===== src/include/gpt_defines.svh =====
// register map, field positions, prescale tops and write masks
// assumes a 32-bit classic wishbone slave with byte addresses
`ifndef GPT_DEFINES_SVH
`define GPT_DEFINES_SVH

`define GPT_NUM_TMR 5
`define GPT_STRIDE_SH 4
`define GPT_OFS_CON 2'h0
`define GPT_OFS_CNT 2'h1
`define GPT_OFS_PER 2'h2
`define GPT_ADR_FLAG 8'h50
`define GPT_ADR_IEN 8'h54

`define GPT_BIT_RUN 15
`define GPT_BIT_IDLE_HALT 13
`define GPT_BIT_GATE 6
`define GPT_BIT_PRE_HI 5
`define GPT_BIT_PRE_LO 4
`define GPT_BIT_WIDE 3
`define GPT_BIT_SYNC 2
`define GPT_BIT_CSRC 1

`define GPT_MASK_STANDALONE 16'hA076
`define GPT_MASK_LOWER 16'hA07A
`define GPT_MASK_UPPER 16'hA072

`define GPT_PRE_TOP_1 8'h00
`define GPT_PRE_TOP_8 8'h07
`define GPT_PRE_TOP_64 8'h3F
`define GPT_PRE_TOP_256 8'hFF

`endif


===== src/include/gpt_pkg.sv =====
// state type of the timer set
// assumes gpt_defines.svh for all numbers
package gpt_pkg;

  typedef struct packed {
    logic [4:0][15:0] ctl;
    logic [4:0][15:0] cnt;
    logic [4:0][15:0] per;
    logic [4:0][7:0] pre;
    logic [4:0] s1;
    logic [4:0] s2;
    logic [4:0] s3;
    logic [4:0] flag;
    logic [4:0] ien;
    logic ack;
    logic [31:0] rdat;
    logic trig;
  } gpt_state_s;

endpackage


===== src/logic/gpt_timer_set.sv =====
// five 16-bit timers: one standalone, two pairs that can join to 32 bits
// assumes clk_i is the internal timer clock and pins are asynchronous
`timescale 1ns/1ns
`include "gpt_defines.svh"

module gpt_timer_set (
  input wire logic clk_i,
  input wire logic rst_i,
  input wire logic cyc_i,
  input wire logic stb_i,
  input wire logic we_i,
  input wire logic [7:0] adr_i,
  input wire logic [3:0] sel_i,
  input wire logic [31:0] dat_i,
  output logic [31:0] dat_o,
  output logic ack_o,
  input wire logic idle_i,
  input wire logic sleep_i,
  input wire logic [4:0] ext_pin_i,
  output logic [4:0] irq_req_o,
  output logic adc_trig_o
);

  gpt_pkg::gpt_state_s q;
  gpt_pkg::gpt_state_s d;
  logic [4:0] tick;

  // ------------------------------------------------------------
  // helpers
  // ------------------------------------------------------------
  function automatic logic [7:0] pre_top(input logic [1:0] sel);
    if (sel == 2'h3) begin
      pre_top = `GPT_PRE_TOP_256;
    end else if (sel == 2'h2) begin
      pre_top = `GPT_PRE_TOP_64;
    end else if (sel == 2'h1) begin
      pre_top = `GPT_PRE_TOP_8;
    end else begin
      pre_top = `GPT_PRE_TOP_1;
    end
  endfunction

  function automatic logic [15:0] ctl_mask(input int k);
    if (k == 0) begin
      ctl_mask = `GPT_MASK_STANDALONE;
    end else if (k == 1 || k == 3) begin
      ctl_mask = `GPT_MASK_LOWER;
    end else begin
      ctl_mask = `GPT_MASK_UPPER;
    end
  endfunction

  function automatic logic [15:0] wmerge(input logic [15:0] old,
                                         input logic [15:0] nw,
                                         input logic [1:0] be);
    wmerge = old;
    if (be[0]) begin
      wmerge[7:0] = nw[7:0];
    end
    if (be[1]) begin
      wmerge[15:8] = nw[15:8];
    end
  endfunction

  // ------------------------------------------------------------
  // next state
  // ------------------------------------------------------------
  always_comb begin
    logic acc;
    logic wide;
    logic cs;
    logic gate;
    logic src;
    logic asyn;
    logic run;
    logic hit;
    logic [31:0] full;
    logic [31:0] fper;
    logic [4:0] clr;
    logic [2:0] t;
    int f;
    acc = 1'b0;
    wide = 1'b0;
    cs = 1'b0;
    gate = 1'b0;
    src = 1'b0;
    asyn = 1'b0;
    run = 1'b0;
    hit = 1'b0;
    full = 32'h0;
    fper = 32'h0;
    clr = 5'h0;
    t = adr_i[6:4];
    f = 0;
    d = q;
    tick = 5'h0;
    d.s1 = ext_pin_i;
    d.s2 = q.s1;
    d.s3 = q.s2;
    d.trig = 1'b0;
    acc = cyc_i && stb_i && !q.ack;
    d.ack = acc;
    if (acc && we_i && adr_i == `GPT_ADR_FLAG && sel_i[0]) begin
      clr = dat_i[4:0];
    end
    // hardware sets below override this clear
    d.flag = q.flag & ~clr;
    for (int k = 0; k < `GPT_NUM_TMR; k++) begin
      wide = ((k == 1 || k == 2) && q.ctl[1][`GPT_BIT_WIDE]) ||
             ((k == 3 || k == 4) && q.ctl[3][`GPT_BIT_WIDE]);
      // upper half of a joined pair is driven by its lower half
      if (!(wide && (k == 2 || k == 4))) begin
        cs = q.ctl[k][`GPT_BIT_CSRC];
        gate = q.ctl[k][`GPT_BIT_GATE] && !cs;
        src = cs ? (q.s2[k] && !q.s3[k]) : (gate ? q.s2[k] : 1'b1);
        // unsynchronised standalone counter keeps going in sleep
        asyn = (k == 0) && cs && !q.ctl[0][`GPT_BIT_SYNC];
        run = q.ctl[k][`GPT_BIT_RUN] &&
              !(idle_i && q.ctl[k][`GPT_BIT_IDLE_HALT]) &&
              !(sleep_i && !asyn);
        f = wide ? k + 1 : k;
        if (!run) begin
          d.pre[k] = 8'h00;
        end else if (src) begin
          if (q.pre[k] >= pre_top(q.ctl[k][`GPT_BIT_PRE_HI:`GPT_BIT_PRE_LO])) begin
            d.pre[k] = 8'h00;
            tick[k] = 1'b1;
          end else begin
            d.pre[k] = q.pre[k] + 8'h01;
          end
        end
        if (run && gate && !q.s2[k] && q.s3[k]) begin
          d.flag[f] = 1'b1;
        end
        if (tick[k]) begin
          if (wide) begin
            full = {q.cnt[k + 1], q.cnt[k]};
            fper = {q.per[k + 1], q.per[k]};
            hit = (full == fper);
            full = hit ? 32'h0 : full + 32'h1;
            d.cnt[k + 1] = full[31:16];
            d.cnt[k] = full[15:0];
          end else begin
            hit = (q.cnt[k] == q.per[k]);
            d.cnt[k] = hit ? 16'h0000 : q.cnt[k] + 16'h0001;
          end
          if (hit) begin
            d.flag[f] = 1'b1;
          end
          if (hit && (k == 4 || (k == 3 && wide))) begin
            d.trig = 1'b1;
          end
        end
      end
    end
    // software writes to count and period win over counting
    if (acc) begin
      d.rdat = 32'h0;
      if (adr_i < `GPT_ADR_FLAG && adr_i[3:2] == `GPT_OFS_CON) begin
        d.rdat = {16'h0000, q.ctl[t]};
        if (we_i) begin
          d.ctl[t] = wmerge(q.ctl[t], dat_i[15:0], sel_i[1:0]) & ctl_mask(int'(t));
          // fresh prescale phase: a smaller ratio must never start above its top
          d.pre[t] = 8'h00;
        end
      end else if (adr_i < `GPT_ADR_FLAG && adr_i[3:2] == `GPT_OFS_CNT) begin
        d.rdat = {16'h0000, q.cnt[t]};
        if (we_i) begin
          d.cnt[t] = wmerge(q.cnt[t], dat_i[15:0], sel_i[1:0]);
        end
      end else if (adr_i < `GPT_ADR_FLAG && adr_i[3:2] == `GPT_OFS_PER) begin
        d.rdat = {16'h0000, q.per[t]};
        if (we_i) begin
          d.per[t] = wmerge(q.per[t], dat_i[15:0], sel_i[1:0]);
        end
      end else if (adr_i == `GPT_ADR_FLAG) begin
        d.rdat = {27'h0, q.flag};
      end else if (adr_i == `GPT_ADR_IEN) begin
        d.rdat = {27'h0, q.ien};
        if (we_i && sel_i[0]) begin
          d.ien = dat_i[4:0];
        end
      end
    end
  end

  always_ff @(posedge clk_i) begin
    if (rst_i) begin
      q <= '0;
    end else begin
      q <= d;
    end
  end

  assign dat_o = q.rdat;
  assign ack_o = q.ack;
  assign irq_req_o = q.flag & q.ien;
  assign adc_trig_o = q.trig;

  logic bus_wr;
  assign bus_wr = cyc_i && stb_i && we_i;
endmodule


===== config.mk =====
export PLATFORM = sky130hd
export DESIGN_NAME = gpt_timer_set
export DESIGN_NICKNAME = d
export VERILOG_FILES = /design/src/include/gpt_pkg.sv /design/src/logic/gpt_timer_set.sv
export VERILOG_INCLUDE_DIRS = /design/src /design/src/include
export SDC_FILE = /design/constraint.sdc
export NUM_CORES = 1
export LEC_CHECK = 0
export ABC_AREA = 1
export BUFFER_PORTS_ARGS = -buffer_cell sky130_fd_sc_hd__buf_2
export CAP_MARGIN = 20
export CORE_ASPECT_RATIO = 2
export CORE_MARGIN = 1.5
export CORE_UTILIZATION = 50
export DETAILED_ROUTE_END_ITERATION = 16
export PLACE_DENSITY_LB_ADDON = 0.08
export SYNTH_ARGS = -nofsm -noshare
export SYNTH_HDL_FRONTEND = slang
export SYNTH_SLANG_ARGS = --single-unit

===== constraint.sdc =====
create_clock -name clk_i -period 2.36 [get_ports clk_i]
set_input_delay 0.118 -clock clk_i [delete_from_list [all_inputs] [get_ports clk_i]]
set_output_delay 0.118 -clock clk_i [all_outputs]
set_load 0.02 [all_outputs]

==> results of run 1 <==
synth_stat cells (all sizes together):
master,count,area share [%]
a32oi,8,0.36
o221ai,10,0.45
ha,46,3.0
dfxtp,283,29
a41oi,2,0.090
o211a,1,0.051
o22ai,40,1.3
a21oi,295,7.6
o21bai,2,0.077
clkbuf,61,1.2
o211ai,17,0.66
a22oi,22,0.85
xor2,59,2.7
o31ai,5,0.19
buf,117,3.3
o21ai,264,6.8
nand4,86,2.9
conb,1,0.019
or2,12,0.39
a31oi,4,0.13
a211oi,7,0.27
inv,506,9.8
o21a,4,0.15
nor3b,3,0.12
a21o,1,0.039
nor2,254,5.4
a32o,8,0.41
o2111ai,2,0.090
and3,3,0.096
xnor2,19,0.85
nor3,55,1.5
clkinv,1,0.019
nand3b,25,0.96
a311oi,1,0.045
nand3,183,4.8
and2,1,0.032
nand2,727,14
nor4,4,0.28
repair_timing:
item                                   4_1_cts
gates resized for setup                     69
endpoints found under the hold margin       23
buffers inserted                             3
hold buffers                                14
gates cloned                                 0
pin swaps                                   11
setup endpoints to repair                   62
stage by stage:
step | hold slack, ps | utilization [%]
floorplan | 225 | -
global placement | 316 | 57.8
detailed placement | 325 | 57.8
CTS | 55.0 | 61.3
per-layer routing:
metal | GRT overflow | track usage, %
met5 | 0 | 0
met4 | 1 | 56.2
met3 | 0 | 14.5
met2 | 1 | 83.0
met1 | 0 | 44.8
cell families after synthesis:
group | Yosys count | share of synthesized area [%]
DFF | 283 | 29.1
adders and majority gates | 46 | 2.95
xor gates and xnor gates | 78 | 3.51
AOI/OAI and AO/OA | 693 | 19.7
buffers and inverters | 685 | 14.3
other | 1 | 0.0193
and+or+nand+nor | 1353 | 30.4
==> impl_metrics.toml, run 1 <==
[placement]
dpl_cell_area_um2 = 22300
placed_cells = 3887
dp_hpwl_um = 74700
dp_slack_ps = -198
io_buffers = 60
gp_congestion = 1.10

[synth]
synthesis.area_um2 = 19500
ys_ff_latch = 283
synth.avg_cell_area_um2 = 6.21
yosysSeqAreaShare_pct = 29.1
yosysWarningCount = 0
yosysUniqueCellTypes = 57
syn_inst = 3139

[clock_network]
cts_buffer_depth = 3
clkSinkCount = 283
cts_buffers = 28
h-tree-depth = 1
cts_root_buf = "clkbuf_16"

[floorplanning]
rows = 102
fp.dieW_um = 143
ios = 95
initial_core_util_pct = 50.5
die_h_um = 282

[sta]
worst_endpoint = "q[220]$_SDFF_PP0_/D"
worst-ep-kind = "sequential cell input"

[global_route]
grt_max_degree = 113
grt_overflow = 2
grt.total_usage_pct = 49.6

[outcome]
error = "[ERROR GRT-0232] Routing congestion too high. Check the congestion heatmap in the GUI."
outcome = "stopped before the end"
failing_step = "global routing"
==> inputs of run 2 (changes only) <==
--- a/config.mk
+++ b/config.mk
@@ -9,11 +9,10 @@
 export ABC_AREA = 1
 export BUFFER_PORTS_ARGS = -buffer_cell sky130_fd_sc_hd__buf_2
 export CAP_MARGIN = 20
-export CORE_ASPECT_RATIO = 2
 export CORE_MARGIN = 1.5
-export CORE_UTILIZATION = 50
+export CORE_UTILIZATION = 35
 export DETAILED_ROUTE_END_ITERATION = 16
-export PLACE_DENSITY_LB_ADDON = 0.08
+export PLACE_DENSITY_LB_ADDON = 0.15
 export SYNTH_ARGS = -nofsm -noshare
 export SYNTH_HDL_FRONTEND = slang
 export SYNTH_SLANG_ARGS = --single-unit
==> run 2 against run 1 <==
Compared with the run above:
- the run now ends clean
- synthesized cell count is the same
- area after synthesis is the same
==> impl_metrics.toml, run 2 <==
[outcome]
outcome = "finished clean"

[sta]
hold_viol_final = 0
drv_slew = 0
min_period_ps = 2250
tightest_slew_ps = 1090
hold_slack_ps = 101
period_share_pct = 95.4
relSlewSlack_pct = 26.7
max_freq_mhz = 444
setup_violations = 0
rsz0062_at_grt = "true"
skew_ps = 20.7
fin_ws_ps = 107

[synth]
synth_flop_cell = "dfxtp_1"
synth.avg_cell_area_um2 = 6.21
synth_top_area_cell = "dfxtp_1"
yosys-top-cells-area = "dfxtp_1, nand2_1, inv_1"
yosysUniqueCellTypes = 57
yosysSeqAreaShare_pct = 29.1
yosysMostFrequentCell = "nand2_1"
yosysTopAreaCellShare_pct = 29.1
synth-edff-count = 0
syn_inst = 3139
synthesis.area_um2 = 19500
yosysWarningCount = 0
ys_ff_latch = 283
synthTopCellsByCount = "nand2_1, inv_1, a21oi_1, dfxtp_1, nor2_1"
async_flop_share_pct = 0

[floorplanning]
die_h_um = 239
fp.dieArea_um2 = 57100
initial_core_util_pct = 35.4
ios = 95
rows = 86
fp.dieW_um = 239
coreArea_um2 = 55100

[route]
antenna_left = 0
dr.pass1.iters = 6
via_count = 21836
drt_iter0_drc = 2054
wl_um = 83800
detail_route.wl_per_cell_um = 20.4
route.detailed.drc = 0
viasPerCell = 5.31

[clock_network]
clk_pin_slew_ps = 70
cts_buffer_depth = 3
clkSinkCount = 283
cts_root_buf = "clkbuf_16"
cts_buffers = 37
cts_tree = "done"
clk_latency_ps = 560
h-tree-depth = 2

[setup_path]
crit_fanout = 8
r2r_slack_ps = 110
cpMostUsedCell = "nand2_1"
critPathSlowestCell = "dfxtp_1"
cp_data_arrival_time_ps = 2690
critPathLaunchType = "flop"
reg2regPathDepth = 12
critPathKind = "reg2reg"
cp_slowest_stage_delay_ps = 610
cp_cell_sequence = "xor2_1 > nor2_1 > nand3_1 > nor2_4 > nand2_1 > buf_4 > nand2_1 > o21ai_0 > nand2_1 > nand2_1 > o211ai_1 > inv_1"
cp.required_ps = 2800
worst_setup_path_end_kind = "flop"

[global_route]
grt_first_pass_wirelength_um = 125000
grt.total_usage_pct = 28.8
first_global_vias = 20226
antenna_found_initial = 3
grt_overflow = 0
grt_max_degree = 55

[placement]
dp_slack_ps = -152
io_buffers = 60
gp_congestion = 0.961
dp_hpwl_um = 65200

[power]
p_sw_mw = 3.04
powerDensity_nw_per_um2 = 496
totalPowerFinal_mw = 11.9
power_frac_seq_pct = 40.4
pwr-share-clk_pct = 51.8
leakage_nw = 10.5
ir_drop_v = 0.000393
netSwitchingFraction_pct = 25.5
power_report.internal_total_mw = 8.86
power_frac_comb_pct = 7.8

[min_path]
worstHoldPathType = "in2reg"
hold_depth = 5

[cells_and_area]
final_cell_mix = "nand2_1, inv_1, a21oi_1"
layout_commonest_cell = "nand2_1"
fin_util_pct = 43.5
largest_reg_flops = 255
largest_register = "q"
drive_gt1_share_pct = 16.1
nets = 3443
area_growth_pct = 23.0

[run]
maxCapViolations = 0
==> run 2: cell counts after synthesis <==
No cell type changed its count.
==> run 2: layout make-up <==
cell class	instances	area (µm²)
Tap cell	748	936
Multi-Input combinational cell	2186	11400
Clock buffer	53	1110
Inverter	507	1910
Sequential cell	283	5690
Antenna cell	1	2.50
Clock inverter	11	190
Fill cell	5886	31100
Timing Repair Buffer	326	2670
==> run 2: worst paths after layout <==
kind | from | end
worst max register to register | q[217] | q[210]
worst max-delay path | q[217] | q[210]
worst min register to register | d[51] | d[46]
worst min-delay path | adr_i[0] | q[42]
==> run 2: per-stage QoR <==
stage          instance area (µm²)  setup TNS [ps]  cells
2_1_floorplan                19500               0   3154
3_3_place_gp                 21900            -444   4026
3_5_place_dp                 21900           -1390   4026
4_1_cts                      23400               0   4104
5_1_grt                      24000            -768   4115
6_report                     24000               0   4115
==> run 2: power by group through the flow <==
stage                     clock, mW  sequential, mW  combinational [mW]
after floorplan                   0            4.91               0.432
after global placement            0            4.91               0.874
after detailed placement          0            4.91               0.873
after CTS                      6.28            4.81               0.894
after global routing           6.45            4.81               0.969
final                          6.16            4.81               0.925
==> run 2: worst max-delay path: cells and delay by family, from the launching register on <==
| family | cells | cell delay (ps) |
|---|---|---|
| buffers and inverters | 2 | 240 |
| AND/OR/NAND/NOR | 7 | 940 |
| flip-flops | 1 | 610 |
| AO/OA/AOI/OAI | 2 | 220 |
| XOR/XNOR | 1 | 130 |
==> run 2: per-layer routing <==
layer	vias up	share of wire, %	track usage, %	routed length, µm
met5	-	0	0	0
met1	10229	45	39.8	37700
met3	156	7.9	5.09	6660
met4	0	3.3	8.80	2730
met2	848	44	45.5	36700
li1	10603	-	-	-
==> run 2: kinds of logic (layout without fill, tap and decap cells) <==
kind of cell | count (synthesis) | in the layout | synth area share [%]
xor gates and xnor gates | 78 | 78 | 3.51
AOI/OAI and AO/OA | 693 | 693 | 19.7
buffers and inverters | 685 | 897 | 14.3
adders and majority gates | 46 | 46 | 2.95
and+or+nand+nor | 1353 | 1353 | 30.4
other | 1 | 17 | 0.0193
DFF | 283 | 283 | 29.1
==> run 2: repair_timing <==
action                     4_1_cts  5_1_grt
hold buffers                    14        0
hold endpoints to repair        28        0
pin swaps                        0       26
gates resized for setup         10      123
cloned                           0        4
setup buffers                    0        6
setup endpoints to repair       43       88
(Power assumes the default switching activity.)
